==> src/rtl/iefl_pkg.sv <==
// Constants for the interrupt enable and flag logic
package iefl_pkg;

    // Register byte offsets on the APB bus
    localparam logic [7:0] IEFL_CTRL_OFS     = 8'h00;
    localparam logic [7:0] IEFL_PIE_OFS      = 8'h04;
    localparam logic [7:0] IEFL_PIR_OFS      = 8'h08;
    localparam logic [7:0] IEFL_PCMASK_OFS   = 8'h0C;
    localparam logic [7:0] IEFL_CFG_OFS      = 8'h10;
    localparam logic [7:0] IEFL_T0COUNT_OFS  = 8'h14;

    // Reset values
    localparam logic [7:0] IEFL_CTRL_RST     = 8'h00;
    localparam logic [7:0] IEFL_PIE_RST      = 8'h00;
    localparam logic [7:0] IEFL_PIR_RST      = 8'h00;
    localparam logic [7:0] IEFL_PCMASK_RST   = 8'h00;
    localparam logic [7:0] IEFL_CFG_RST      = 8'h01;

    // Control register fields
    localparam int IEFL_GIE_BIT    = 7;
    localparam int IEFL_PERIPH_IRQ_ENABLE_BIT   = 6;
    localparam int IEFL_TIMER0_OVERFLOW_ENABLE_BIT   = 5;
    localparam int IEFL_EXTIE_BIT  = 4;
    localparam int IEFL_PCIE_BIT   = 3;
    localparam int IEFL_TIMER0_OVERFLOW_FLAG_BIT   = 2;
    localparam int IEFL_EXTIF_BIT  = 1;
    localparam int IEFL_PCIF_BIT   = 0;

    // Peripheral enable and request fields
    localparam int IEFL_ADC_BIT    = 6;
    localparam int IEFL_CCP_BIT    = 5;
    localparam int IEFL_CMP_BIT    = 3;
    localparam int IEFL_T2_BIT     = 1;
    localparam int IEFL_T1_BIT     = 0;
    localparam logic [7:0] IEFL_PERIPH_IMPL = 8'h6B;

    // Configuration fields
    localparam int IEFL_EDGE_BIT   = 0;
    localparam int IEFL_CCPM_LSB   = 1;

    // Capture/compare operating modes
    typedef enum logic [1:0] {
        IEFL_CCP_OFF     = 2'b00,
        IEFL_CCP_CAPTURE = 2'b01,
        IEFL_CCP_COMPARE = 2'b10,
        IEFL_CCP_PWM     = 2'b11
    } iefl_ccp_mode_t;

    // Sticky flag update: hardware set wins over a software write
    function automatic logic iefl_sticky(input logic flag,
                                         input logic wr,
                                         input logic wval,
                                         input logic set);
        iefl_sticky = (wr ? wval : flag) | set;
    endfunction

endpackage

==> src/rtl/iefl_reg_if.sv <==
// Register access carrier between the bus slave and the register file
`timescale 1ns/100ps
interface iefl_reg_if;
    logic [7:0]  addr;
    logic [7:0]  wdata;
    logic        wr_en;
    logic [7:0]  rdata;
    logic        addr_ok;

    modport slave_side (output addr, output wdata, output wr_en,
                        input rdata, input addr_ok);
    modport regs_side  (input addr, input wdata, input wr_en,
                        output rdata, output addr_ok);
endinterface

==> src/rtl/iefl_apb_slave.sv <==
// APB slave front end with one wait-free access phase
`timescale 1ns/100ps
module iefl_apb_slave
    import iefl_pkg::*;
(
    input  wire logic        clk_sys_in,
    input  wire logic        reset_in,
    input  wire logic        psel_in,
    input  wire logic        penable_in,
    input  wire logic        pwrite_in,
    input  wire logic [7:0]  paddr_in,
    input  wire logic [31:0] pwdata_in,
    output logic      [31:0] prdata_out,
    output logic             pready_out,
    output logic             pslverr_out,
    iefl_reg_if.slave_side   regs
);
    logic        pready_ff;
    logic        pslverr_ff;
    logic [31:0] prdata_ff;
    logic        setup;

    assign setup       = psel_in & ~penable_in;
    assign regs.addr   = paddr_in;
    assign regs.wdata  = pwdata_in[7:0];
    // Write lands only at the completing edge, never on error
    assign regs.wr_en  = psel_in & penable_in & pready_ff & pwrite_in
                         & ~pslverr_ff;

    // Ready rises for the access phase that follows each setup
    always_ff @(posedge clk_sys_in)
    begin
        if (reset_in)
            pready_ff <= 1'b0;
        else
            pready_ff <= setup;
    end

    // Read data and error are captured in the setup cycle
    always_ff @(posedge clk_sys_in)
    begin
        if (reset_in)
        begin
            prdata_ff  <= 32'h0000_0000;
            pslverr_ff <= 1'b0;
        end
        else if (setup)
        begin
            prdata_ff  <= (pwrite_in || !regs.addr_ok) ? 32'h0000_0000
                          : {24'h00_0000, regs.rdata};
            pslverr_ff <= ~regs.addr_ok;
        end
        else
            pslverr_ff <= 1'b0;                   // Error stands one cycle
    end

    assign prdata_out  = prdata_ff;
    assign pready_out  = pready_ff;
    assign pslverr_out = pslverr_ff;
endmodule

==> src/rtl/iefl_edge_det.sv <==
// Per-bit change, rise and fall detector for synchronous inputs
`timescale 1ns/100ps
module iefl_edge_det #(
    parameter int W = 8
) (
    input  wire logic         clk_sys_in,
    input  wire logic         reset_in,
    input  wire logic [W-1:0] sig_in,
    output logic      [W-1:0] change_out,
    output logic      [W-1:0] rise_out,
    output logic      [W-1:0] fall_out
);
    logic [W-1:0] prev_ff;
    logic         armed_ff;

    // Previous level, armed one cycle after reset to avoid false edges
    always_ff @(posedge clk_sys_in)
    begin
        if (reset_in)
        begin
            prev_ff  <= '0;
            armed_ff <= 1'b0;
        end
        else
        begin
            prev_ff  <= sig_in;
            armed_ff <= 1'b1;
        end
    end

    assign change_out = armed_ff ? (sig_in ^ prev_ff) : '0;
    assign rise_out   = change_out & sig_in;
    assign fall_out   = change_out & prev_ff;
endmodule

==> src/rtl/iefl_top.sv <==
// Interrupt enable and flag register file with interrupt request output
//
// Design decisions made here: the APB slave port and the address map.
`timescale 1ns/100ps
module iefl_top
    import iefl_pkg::*;
#(
    parameter int GPIO_W = 6
) (
    input  wire logic              clk_sys_in,
    input  wire logic              reset_in,
    input  wire logic              psel_in,
    input  wire logic              penable_in,
    input  wire logic              pwrite_in,
    input  wire logic [7:0]        paddr_in,
    input  wire logic [31:0]       pwdata_in,
    output logic      [31:0]       prdata_out,
    output logic                   pready_out,
    output logic                   pslverr_out,
    input  wire logic              timer0_tick_in,
    input  wire logic [GPIO_W-1:0] gpio_in,
    input  wire logic              ext_irq_pin_in,
    input  wire logic              comparator_out_in,
    input  wire logic              adc_start_in,
    input  wire logic              adc_done_in,
    input  wire logic              capture_event_in,
    input  wire logic              compare_match_in,
    input  wire logic              timer2_period_match_in,
    input  wire logic              timer1_overflow_in,
    output logic                   irq_out
);

    // Refuse pin counts the mask register cannot hold
    generate
        if (GPIO_W < 1 || GPIO_W > 6)
        begin : g_bad_width
            $error("GPIO_W must lie between 1 and 6");
        end
    endgenerate

    localparam int EW = GPIO_W + 2;
    // Positions of the two single pins in the edge detector vector
    localparam int EXT_IDX = GPIO_W;
    localparam int CMP_IDX = GPIO_W + 1;


    iefl_reg_if regs ();

    logic [7:0]        interrupt_control_ff;
    logic [7:0]        peripheral_irq_enable_ff;
    logic [7:0]        peripheral_irq_request_ff;
    logic [GPIO_W-1:0] pin_change_mask_ff;
    logic [7:0]        config_ff;
    logic [7:0]        timer0_count_ff;
    logic              irq_ff;

    logic [7:0]        nxt_interrupt_control;
    logic [7:0]        nxt_peripheral_irq_request;
    logic [7:0]        nxt_timer0_count;
    logic              nxt_irq;

    logic [EW-1:0]     ev_change;
    logic [EW-1:0]     ev_rise;
    logic [EW-1:0]     ev_fall;
    logic [EW-1:0]     ev_levels;

    logic              wr_ctrl;
    logic              wr_pie;
    logic              wr_pir;
    logic              wr_mask;
    logic              wr_cfg;
    logic              wr_t0;

    logic              ext_edge_select;
    iefl_ccp_mode_t    ccp_mode;
    logic              timer0_rollover;
    logic              ext_event;
    logic              pin_change_event;
    logic              ccp_event;
    logic              core_pending;
    logic              periph_pending;
    logic              comparator_event;
    logic              adc_flag_kept;

    // Bus front end
    iefl_apb_slave u_apb (
        .clk_sys_in (clk_sys_in),
        .reset_in   (reset_in),
        .psel_in    (psel_in),
        .penable_in (penable_in),
        .pwrite_in  (pwrite_in),
        .paddr_in   (paddr_in),
        .pwdata_in  (pwdata_in),
        .prdata_out (prdata_out),
        .pready_out (pready_out),
        .pslverr_out(pslverr_out),
        .regs       (regs)
    );

    // Pins watched for edges: comparator, external pin, GPIO
    assign ev_levels = {comparator_out_in, ext_irq_pin_in, gpio_in};

    // Edge detection on comparator, external pin and GPIO pins
    iefl_edge_det #(
        .W(EW)
    ) u_edges (
        .clk_sys_in (clk_sys_in),
        .reset_in   (reset_in),
        .sig_in     (ev_levels),
        .change_out (ev_change),
        .rise_out   (ev_rise),
        .fall_out   (ev_fall)
    );

    // Write strobes, one per mapped register, only on a landing write
    always_comb
    begin
        wr_ctrl = 1'b0;
        wr_pie  = 1'b0;
        wr_pir  = 1'b0;
        wr_mask = 1'b0;
        wr_cfg  = 1'b0;
        wr_t0   = 1'b0;
        if (regs.wr_en)
        begin
            case (regs.addr)
                IEFL_CTRL_OFS:    wr_ctrl = 1'b1;
                IEFL_PIE_OFS:     wr_pie  = 1'b1;
                IEFL_PIR_OFS:     wr_pir  = 1'b1;
                IEFL_PCMASK_OFS:  wr_mask = 1'b1;
                IEFL_CFG_OFS:     wr_cfg  = 1'b1;
                IEFL_T0COUNT_OFS: wr_t0   = 1'b1;
                default:          wr_ctrl = 1'b0;
            endcase
        end
    end

    // Configuration fields
    assign ext_edge_select = config_ff[IEFL_EDGE_BIT];
    assign ccp_mode = iefl_ccp_mode_t'(config_ff[IEFL_CCPM_LSB +: 2]);

    // Source events, each independent of its enables
    assign timer0_rollover = timer0_tick_in && !wr_t0
                             && (timer0_count_ff == 8'hFF);
    assign ext_event = ext_edge_select ? ev_rise[EXT_IDX]
                                       : ev_fall[EXT_IDX];
    assign pin_change_event =
        |(ev_change[GPIO_W-1:0] & pin_change_mask_ff);
    // Comparator flag fires on either output edge
    assign comparator_event = ev_change[CMP_IDX];
    // Capture and compare share one flag; PWM ignores both
    always_comb
    begin
        case (ccp_mode)
            IEFL_CCP_CAPTURE: ccp_event = capture_event_in;
            IEFL_CCP_COMPARE: ccp_event = compare_match_in;
            IEFL_CCP_PWM:     ccp_event = 1'b0;
            IEFL_CCP_OFF:     ccp_event = 1'b0;
            default:          ccp_event = 1'b0;
        endcase
    end

    // Timer0 count: loads from software, counts on the tick enable
    always_comb
    begin
        if (wr_t0)
            nxt_timer0_count = regs.wdata;
        else if (timer0_tick_in)
            nxt_timer0_count = timer0_count_ff + 8'h01;
        else
            nxt_timer0_count = timer0_count_ff;
    end

    // Count register deliberately has no reset branch
    always_ff @(posedge clk_sys_in)
    begin
        timer0_count_ff <= nxt_timer0_count;
    end

    // Core control register: enables written, flags sticky
    always_comb
    begin
        nxt_interrupt_control = interrupt_control_ff;
        if (wr_ctrl)
            nxt_interrupt_control[7:3] = regs.wdata[7:3];
        nxt_interrupt_control[IEFL_TIMER0_OVERFLOW_FLAG_BIT] = iefl_sticky(
            interrupt_control_ff[IEFL_TIMER0_OVERFLOW_FLAG_BIT], wr_ctrl,
            regs.wdata[IEFL_TIMER0_OVERFLOW_FLAG_BIT], timer0_rollover);
        nxt_interrupt_control[IEFL_EXTIF_BIT] = iefl_sticky(
            interrupt_control_ff[IEFL_EXTIF_BIT], wr_ctrl,
            regs.wdata[IEFL_EXTIF_BIT], ext_event);
        nxt_interrupt_control[IEFL_PCIF_BIT] = iefl_sticky(
            interrupt_control_ff[IEFL_PCIF_BIT], wr_ctrl,
            regs.wdata[IEFL_PCIF_BIT], pin_change_event);
    end

    // Control register state, flags set whatever the enables hold
    always_ff @(posedge clk_sys_in)
    begin
        if (reset_in)
            interrupt_control_ff <= IEFL_CTRL_RST;
        else
            interrupt_control_ff <= nxt_interrupt_control;
    end

    // Peripheral enable register, unimplemented bits held at zero
    always_ff @(posedge clk_sys_in)
    begin
        if (reset_in)
            peripheral_irq_enable_ff <= IEFL_PIE_RST;
        else if (wr_pie)
            peripheral_irq_enable_ff <=
                regs.wdata & IEFL_PERIPH_IMPL;
    end

    // Starting a conversion clears the completion flag
    assign adc_flag_kept = peripheral_irq_request_ff[IEFL_ADC_BIT]
                           & ~adc_start_in;

    // Peripheral request flags, hardware set wins over a clear
    always_comb
    begin
        nxt_peripheral_irq_request = 8'h00;
        nxt_peripheral_irq_request[IEFL_ADC_BIT] = iefl_sticky(
            adc_flag_kept, wr_pir,
            regs.wdata[IEFL_ADC_BIT], adc_done_in);
        nxt_peripheral_irq_request[IEFL_CCP_BIT] = iefl_sticky(
            peripheral_irq_request_ff[IEFL_CCP_BIT], wr_pir,
            regs.wdata[IEFL_CCP_BIT], ccp_event);
        nxt_peripheral_irq_request[IEFL_CMP_BIT] = iefl_sticky(
            peripheral_irq_request_ff[IEFL_CMP_BIT], wr_pir,
            regs.wdata[IEFL_CMP_BIT], comparator_event);
        nxt_peripheral_irq_request[IEFL_T2_BIT] = iefl_sticky(
            peripheral_irq_request_ff[IEFL_T2_BIT], wr_pir,
            regs.wdata[IEFL_T2_BIT], timer2_period_match_in);
        nxt_peripheral_irq_request[IEFL_T1_BIT] = iefl_sticky(
            peripheral_irq_request_ff[IEFL_T1_BIT], wr_pir,
            regs.wdata[IEFL_T1_BIT], timer1_overflow_in);
    end

    // Peripheral request register state
    always_ff @(posedge clk_sys_in)
    begin
        if (reset_in)
            peripheral_irq_request_ff <= IEFL_PIR_RST;
        else
            peripheral_irq_request_ff <=
                nxt_peripheral_irq_request;
    end

    // Pin-change mask register
    always_ff @(posedge clk_sys_in)
    begin
        if (reset_in)
            pin_change_mask_ff <= IEFL_PCMASK_RST[GPIO_W-1:0];
        else if (wr_mask)
            pin_change_mask_ff <= regs.wdata[GPIO_W-1:0];
    end

    // Configuration register: edge select and capture/compare mode
    always_ff @(posedge clk_sys_in)
    begin
        if (reset_in)
            config_ff <= IEFL_CFG_RST;
        else if (wr_cfg)
            config_ff <= {5'h00, regs.wdata[2:0]};
    end

    // Enabled core sources
    assign core_pending =
        (interrupt_control_ff[IEFL_TIMER0_OVERFLOW_ENABLE_BIT]
         & interrupt_control_ff[IEFL_TIMER0_OVERFLOW_FLAG_BIT])
      | (interrupt_control_ff[IEFL_EXTIE_BIT]
         & interrupt_control_ff[IEFL_EXTIF_BIT])
      | (interrupt_control_ff[IEFL_PCIE_BIT]
         & interrupt_control_ff[IEFL_PCIF_BIT]);

    // Enabled peripheral sources, each gated by its own enable
    assign periph_pending =
        |(peripheral_irq_enable_ff & peripheral_irq_request_ff
          & IEFL_PERIPH_IMPL);

    // Request combines the global and peripheral enables
    assign nxt_irq = interrupt_control_ff[IEFL_GIE_BIT]
        & (core_pending
           | (interrupt_control_ff[IEFL_PERIPH_IRQ_ENABLE_BIT]
              & periph_pending));

    // Registered interrupt request
    always_ff @(posedge clk_sys_in)
    begin
        if (reset_in)
            irq_ff <= 1'b0;
        else
            irq_ff <= nxt_irq;
    end

    assign irq_out = irq_ff;

    // Read mux and address check for the bus front end
    always_comb
    begin
        regs.addr_ok = 1'b1;
        regs.rdata   = 8'h00;
        case (regs.addr)
            IEFL_CTRL_OFS:    regs.rdata = interrupt_control_ff;
            IEFL_PIE_OFS:     regs.rdata = peripheral_irq_enable_ff;
            IEFL_PIR_OFS:     regs.rdata = peripheral_irq_request_ff;
            IEFL_PCMASK_OFS:  regs.rdata =
                8'(pin_change_mask_ff);
            IEFL_CFG_OFS:     regs.rdata = config_ff;
            IEFL_T0COUNT_OFS: regs.rdata = timer0_count_ff;
            default:          regs.addr_ok = 1'b0;
        endcase
    end

endmodule

==> config.mk <==
export PLATFORM = sky130hd
export DESIGN_NAME = iefl_top
export DESIGN_NICKNAME = d
export VERILOG_FILES = /design/src/rtl/iefl_pkg.sv /design/src/rtl/iefl_reg_if.sv /design/src/rtl/iefl_apb_slave.sv /design/src/rtl/iefl_edge_det.sv /design/src/rtl/iefl_top.sv
export SDC_FILE = /design/constraint.sdc
export NUM_CORES = 1
export LEC_CHECK = 0
export BUFFER_PORTS_ARGS = -buffer_cell sky130_fd_sc_hd__buf_4
export CORE_MARGIN = 8
export CORE_UTILIZATION = 54
export DETAILED_ROUTE_END_ITERATION = 12
export HOLD_SLACK_MARGIN = 0.12
export PLACE_DENSITY = 0.85
export SLEW_MARGIN = 15
export SYNTH_ARGS = -nofsm -noshare
export SYNTH_HDL_FRONTEND = slang
export SYNTH_SLANG_ARGS = --single-unit
==> constraint.sdc <==
create_clock -name clk_sys_in -period 5.8 [get_ports clk_sys_in]
set_input_delay 1.16 -clock clk_sys_in [delete_from_list [all_inputs] [get_ports clk_sys_in]]
set_output_delay 1.16 -clock clk_sys_in [all_outputs]
set_load 0.05 [all_outputs]
; Yosys cells after proc, flatten, opt, wreduce, memory -nomap -nowiden
; Index checks and enable logic that the tools add are counted.
[op_classes]
addsub = 1
n_mul = 0
div_mod_pow = 0
order_cmp = 0
eq_ne = 9
n_shift = 0
muxes = 29
bitwise_logic = 32
reduce_logical = 13
[op_table]
columns = operator, count
row1 = $pmux W8 S6, 1
row2 = $mux W8, 4
row3 = $mux W1, 23
row4 = $and A7 B7 Y7, 3
row5 = $eq A8 B4 Y1 const B, 2
row6 = $eq A8 B5 Y1 const B, 2
row7 = $reduce_or A6 Y1, 2
row8 = $and A1 B1 Y1, 11
row9 = $or A1 B1 Y1, 11
row10 = $add A8 B1 Y8 const B, 1
row11 = $eq A8 B3 Y1 const B, 1
row12 = $eq A8 B8 Y1 const B, 1
row13 = $logic_not A8 Y1, 1
row14 = $xor A8 B8 Y8, 1
row15 = $and A6 B6 Y6, 1
row16 = $not A1 Y1, 5
row17 = $reduce_or A5 Y1, 1
row18 = $eq A2 B2 Y1 const B, 2
row19 = $reduce_or A2 Y1, 2
row20 = $pmux W1 S3, 1
row21 = $eq A2 B1 Y1 const B, 1
row22 = $logic_and A1 B1 Y1, 2
row23 = $logic_not A1 Y1, 2
row24 = $logic_not A2 Y1, 1
row25 = 2 further kinds, 2
[totals]
reg_bits = 79
latch_bits = 0
ram_bits = 0
romBits = 0
in_bits = 60
output_inout_bits = 35
wordCells = 97
memories = 0

; Longest topological paths before layout
; Gate-level depths: netlist of run 1.
[logic_depth]
ltp_word = 9
depth_mapped = 6
mapped_depth_nobuf = 5

; Cells and area by module
; Synthesis of run 1 repeated with hierarchy kept, for this count alone.
[unflattened]
cells_unflattened = 330
area_unflattened_um2 = 3131.8
[by_module_without_submodules]
columns = module, instances, cells_per_inst, area_each_um2, seq_area_each_um2
row1 = iefl_top, 1, 210, 1980.6, 800.8
row2 = iefl_apb_slave, 1, 67, 630.6, 200.2
row3 = iefl_edge_det, 1, 53, 520.5, 180.2

; Least setup slack after synthesis of run 1
; OpenSTA, ideal clock, no wires.
[synth_path]
path_kind = input port to flip-flop
start = in paddr_in[7]
end = reg timer0_count_ff[0] (enable)
arrival_ns = 2.451
t_required_ns = 5.465
slack_ns = 3.014
cell_stages = 5
path_buffers = 1
cell_sequence = nor4_1 and4b_1 clkbuf_1 nand2_1 nand2b_1
[synth_between]
elab_chain_len = 4
[synth_lines]
columns = element, line_no
row1 = "start, declared", iefl_top.sv:15  ; input wire logic [7:0] paddr_in,
row2 = $eq A8 B5 Y1, iefl_top.sv:126  ; case (regs.addr)
row3 = $mux W1, iefl_top.sv:126
row4 = $mux W1, iefl_top.sv:124  ; if (regs.wr_en)
row5 = $reduce_bool A2 Y1 (no source line), n/a
row6 = "end signal, assigned", iefl_top.sv:177  ; timer0_count_ff <= nxt_timer0_count;
row7 = "end, declared", iefl_top.sv:54  ; logic [7:0] timer0_count_ff;
; No other way between the ends.
; A chain may end at the register's enable or synchronous reset.

; Worst setup path after layout of run 1
[layout_path]
start = in paddr_in[7]
end = reg timer0_count_ff[1] (enable)
; The elaborated chain is that of the path after synthesis.

==> run metrics, run 1 <==
Switching Share between 20% and 30%; #FFs+latches synth 55; Wirelength per Cell 17.2 um; Area growth syn-to-layout 12.5%; antenna violations before repair 0; gr ovfl total 0; Hold Crit Class flip-flop to flip-flop; row count 26; Worst EP required around 5.8 ns; slowest stage delay, CP 0.65 ns; CTS tree done; post-cts gate resize count 0; NumNets Final about 400; Final Hold Viols 0; Initial Util 56.0%; Clock Tree Buf Depth 2; share of layout cells above drive strength 1 19.1%; first-pass GRT wire length between 10 and 15 mm; DP HPWL 5.21 mm; CP Max Fanout 14; core area around 5000 um2; cts hold-fix bufs 0; Fillers approximately 450; clk sink count 55; Die ar. 7880 um2; status finished, final reports clean; final setup TNS 0 ns; fraction of power consumed by the clock network 33.1%; IO Pins 95; final period utilization between 50% and 60%; worst setup path class input pin to flip-flop; CTS H-tree lvls 2; Power Internal just under 600 uW; post-CTS setup buffer count 0; asr flop ratio synth 0%; Vias/cell around 5.7; slowest CP cell and4b_1; Max Slew Vio Count 0; Startpoint Class input pin; Die W slightly below 90 um; Max VDD drop between 0.00015 and 0.0002 V; final setup skew about 0.0062 ns; Seq/Total Area, Yosys between 40% and 50%; Cells after Synth 306; Worst-path clk slew 0.09 ns; Final GP Congestion slightly above 0.9; post-route ant nets 0; prevailing post-synth register cell dfxtp_1; drt pass-1 iters 5; synth unique cells 46; CTS Buf Count 5; CP Capture Type flip-flop; logic gate share of total power about 15%; placed insts ~400; arrival time worst endpoint ~3.2 ns; average size of a mapped cell between 9 and 10 um2; Post-synth EDFFs 8; r2r setup slk about 3.4 ns; final WL approximately 7.1 mm; die height approximately 90 um; PD cells 245 nW/um2; clk root buf clkbuf_8; worst slew pin tran between 0.6 and 0.7 ns; DR DRC count 0; latest clock arrival within the worst-skew pair a little over 0.3 ns; RSZ-0062 raised after global routing false; leak pwr roughly 1.3 nW; max-cap check violation count 0; Post-Syn Area approximately 2900 um2; Rel. slew slack between 50% and 60%; DR iter-0 viols approximately 240; largest net degree at the start of global routing 40; port buffer count 46; GRT Util Overall a little under a fifth; non-filler instance count after layout 411; crit path cell chain buf_4 -> nor4_1 -> and4b_1 -> nand2_1 -> nand2b_1; vias approximately 2,400; crit path time final about 3.2 ns; FMAX 308 MHz; ANT cells 0; vias in the first global route between 2,000 and 2,500; share of power burned in registers 52.1%; endpoints failing setup 0; yosys synthesis warning count 0; sw power between 200 and 250 uW
through the flow:
step / cell area [um2] / worst slack, ns / total power, mW / hold WS, ns / utilization (%)
finish: 3220 / 2.55 / 0.789 / 0.467 / 63.0
global route: 3220 / 2.43 / 0.818 / 0.490 / 63.0
CTS: 3220 / 2.58 / 0.794 / 0.470 / 63.0
detailed placement: 3100 / 2.27 / 0.534 / 0.452 / 60.7
global placement: 3100 / 2.24 / 0.532 / 0.442 / 60.7
floorplan: 2950 / 3.01 / 0.512 / 0.420 / -
registers in the layout (all words and copies together), names as in the netlist, 3 cells and up:
name / flops
interrupt_control_ff: 8
peripheral_irq_request_ff: 5
peripheral_irq_enable_ff: 5
timer0_count_ff: 8
u_edges.prev_ff: 8
pin_change_mask_ff: 6
config_ff: 3
u_apb.prdata_out: 8
kinds of logic after synthesis:
kind of cell | Yosys count | share of synthesized area (%)
other | 1 | 0.131
DFF | 55 | 41.3
adders and majority gates | 1 | 0.437
AOI/OAI and AO/OA | 69 | 14.1
muxes | 32 | 12.4
buffers and inverters | 48 | 10.5
xor gates and xnor gates | 13 | 3.98
and+or+nand+nor | 87 | 17.1
power groups by stage:
| stage | clock, mW | combinational, mW | sequential, mW |
|---|---|---|---|
| 2_1_floorplan | 0 | 0.0944 | 0.418 |
| 3_3_place_gp | 0 | 0.113 | 0.419 |
| 3_5_place_dp | 0 | 0.115 | 0.419 |
| 4_1_cts | 0.268 | 0.115 | 0.410 |
| 5_1_grt | 0.281 | 0.125 | 0.412 |
| 6_report | 0.261 | 0.117 | 0.411 |
worst paths after layout:
| path | startpoint | endpoint | cells after the start |
|---|---|---|---|
| worst max register to register | u_apb.pslverr_out | timer0_count_ff[1] | 4 |
| worst min register to register | u_apb.prdata_out[7] | u_apb.prdata_out[7] | 2 |
| worst max-delay path | paddr_in[7] | timer0_count_ff[1] | 5 |
| worst min-delay path | u_apb.prdata_out[7] | u_apb.prdata_out[7] | 2 |
synthesized netlist by cell type (2+ instances only):
cell type  number  area [um2]
clkbuf_1       13        48.8
buf_4          24         180
nand2b_1        2        12.5
dfxtp_1        47         941
nand4b_1        2        17.5
mux2i_1        23         230
a22oi_1         3        22.5
xnor2_1         2        17.5
a31oi_1         3        18.8
inv_1           5        18.8
nor4bb_1        2        20.0
nor3_1          3        15.0
and4b_1         4        40.0
edfxtp_1        8         240
xor2_1         11        96.3
nor2_1         12        45.0
buf_6           4        45.0
a22o_1          5        43.8
mux4_2          2        45.0
mux2_2          7        78.8
nor3b_1         2        15.0
nand3b_1        2        15.0
a222oi_1        2        20.0
nand4_1        13        81.3
and2_1          3        18.8
nand3_1         4        20.0
nand2_1        23        86.3
a21oi_1        22         110
nor2b_1         9        56.3
o21ai_0        28         140
placed cells by master, fill, tap and decap left out, types with 3 or more instances in the layout:
cell type,instances
nor3_1,3
mux2_2,7
nand3_1,4
nor2_1,12
nor2b_1,9
dfxtp_1,47
o21ai_0,28
a22oi_1,3
and2_1,3
inv_1,5
a22o_1,5
conb_1,24
nand2_1,23
xor2_1,11
a21oi_1,22
edfxtp_1,8
nand4_1,13
and4b_1,4
clkbuf_8,6
buf_4,46
a31oi_1,3
mux2i_1,23
critical path, delay by kind of cell:
kind                   cells  cell delay [ns]
AND/OR/NAND/NOR            4             1.95
buffers and inverters      1             0.11
final cells by class:
class / count / area, um2 / area share [%]
timing repair buffer: 46 / 345 / 10.7
clock buffer: 6 / 82.6 / 2.57
sequential: 55 / 1180 / 36.7
inverter: 6 / 22.5 / 0.700
clock inverter: 2 / 35.0 / 1.09
multi-input combinational: 226 / 1460 / 45.5
tap: 70 / 87.6 / 2.72
metal layers:
metal  routed length (um)  GRT usage [%]  part of all wire, %
met1                 2790           21.1                   39
met2                 3280           30.5                   46
met3                  831           4.92                   12
met4                  159           8.91                  2.3
met5                    0              0                    0
Power figures use the tool's default switching activity.
==> run 2, diff against run 1 <==
CORE_UTILIZATION = 46   (was 54)
PLACE_DENSITY = 0.77   (was 0.85)
clock period = 2.9 ns   (was 5.8 ns; I/O delays follow)
==> run metrics, run 2 (synthesis gave the netlist of run 1 again) <==
leak pwr 1.35 nW (+0.93%); CTS H-tree lvls 2 (unchanged); final WL 6.99 mm (-0.94%); Final GP Congestion 0.860 (-6.0%); DP HPWL 5.18 mm (-0.62%); Wirelength per Cell 16.6 um (-3.1%); Worst EP required 2.88 ns (-2.90 ns); clk root buf clkbuf_8; Rel. slew slack 65.8% (+11 points); CP Max Fanout 9 (-5); worst slew pin tran 0.509 ns (-0.165 ns); gr ovfl total 0 (unchanged); worst hold path startpoint u_apb.prdata_out[7]; port buffer count 46 (unchanged); PD cells 470 nW/um2 (+92%); crit path cell chain buf_4 -> nor4_1 -> and4b_1 -> nand2_1 -> nand2b_1; final period utilization roughly 75%; R2R cell count 4 (unchanged); cts hold-fix bufs 0 (unchanged); commonest non-fill, non-tap cells in the layout buf_4 (50), dfxtp_1 (47), o21ai_0 (28), conb_1 (24); r2r startpoint u_apb.pslverr_out; largest net degree at the start of global routing 40 (unchanged); FMAX 457 MHz; status finished, final reports clean; clk sink count 55 (unchanged); Worst Hold End u_apb.prdata_out[7]; CP Launch Point paddr_in[7]; CTS tree done; final setup skew 0.00406 ns (-0.00218 ns); Cells on Worst Hold Path 2 (unchanged); vias 2,372 (+0.42%); NumNets Final 405 (+1.0%); vias in the first global route 2,254 (-3.9%); max-cap check violation count 0 (unchanged); commonest non-fill, non-tap cell in the layout buf_4; ANT cells 0 (unchanged); core area 5960 um2 (+17%); Initial Util 48.0% (-8.0 points); CP Capture Type flip-flop; Area growth syn-to-layout 13.3%; first-pass GRT wire length 11.2 mm (+1.4%); Die W 94.9 um (+6.8%); share of layout cells above drive strength 1 20.0% (+0.94 points); Max Slew Vio Count 0 (unchanged); slowest CP cell nor4_1; Startpoint Class input pin; Final Hold Viols 0 (unchanged); Worst-path clk slew 0.09 ns (about the same); RSZ-0062 raised after global routing false; DR iter-0 viols 308 (+26%); Max VDD drop 0.000296 V (+84%); row count 28 (+7.7%); drt pass-1 iters 5 (unchanged); CTS Buf Count 5 (unchanged); r2r setup slk 1.02 ns (-2.41 ns); final setup TNS 0 ns (unchanged); arrival time worst endpoint 2.16 ns (-1.07 ns); DR DRC count 0 (unchanged); Die ar. 9000 um2 (+14%); GRT Util Overall 15.8% (-2.5 points); worst setup path class input pin to flip-flop; Vias/cell 5.65 (-1.7%); IO Pins 95 (unchanged); latest clock arrival within the worst-skew pair 0.31 ns (about the same); Worst R2R End timer0_count_ff[1]; antenna violations before repair 0 (unchanged); die height 94.9 um (+6.8%); post-CTS setup buffer count 0 (unchanged); Clock Tree Buf Depth 2 (unchanged); post-route ant nets 0 (unchanged); post-cts gate resize count 0 (unchanged); total power draw 1.52 mW (+93%); Hold Crit Class flip-flop to flip-flop; endpoints failing setup 0 (unchanged); slowest stage delay, CP 0.48 ns (-0.17 ns); crit path time final about 2.2 ns
[run 2: worst max-delay path: cells and delay by family]
family	cells	cell delay (ns)
buffers and inverters	1	0.11
AND/OR/NAND/NOR	4	1.47
[run 2: report_power, final]
part           internal (mW)  switching [mW]
Clock                  0.218           0.248
Sequential             0.800          0.0211
Combinational         0.0795           0.155
[run 2: layer usage]
layer / share of wire (%) / vias up / track usage (%)
met5: 0 / - / 0
li1: - / 1136 / -
met3: 12 / 15 / 4.92
met1: 41 / 1093 / 19.8
met4: 1.9 / 0 / 5.98
met2: 44 / 128 / 24.9
[run 2: cell type report]
| cell class | instances | area (um2) |
|---|---|---|
| clock buffers | 7 | 96.3 |
| clock inverters | 1 | 6.26 |
| fillers | 560 | 2720 |
| inverters | 6 | 22.5 |
| multi-input cells | 226 | 1460 |
| flip-flops and latches | 55 | 1180 |
| well taps | 75 | 93.8 |
| repair buffers | 50 | 375 |
[run 2: through the flow]
stage	worst slack [ns]	cells	hold WS (ns)	cell area, um2	util (%)
finish	0.712	420	0.460	3240	54.4
global route	0.505	420	0.482	3240	54.4
CTS	0.707	420	0.463	3240	54.4
detailed placement	0.376	412	0.445	3140	52.7
global placement	0.424	412	0.443	3140	52.7
floorplan	0.694	329	0.420	2950	-
[run 2: how the worst max path moves through the flow]
| stage | end | slack, ns | depth (start not counted) |
|---|---|---|---|
| 6_report | timer0_count_ff[1] | 0.71 | 5 |
| 5_1_grt | timer0_count_ff[4] | 0.51 | 5 |
| 4_1_cts | timer0_count_ff[5] | 0.71 | 5 |
| 3_5_place_dp | timer0_count_ff[1] | 0.38 | 5 |
| 3_3_place_gp | timer0_count_ff[0] | 0.42 | 5 |
| 2_1_floorplan | timer0_count_ff[0] | 0.69 | 5 |
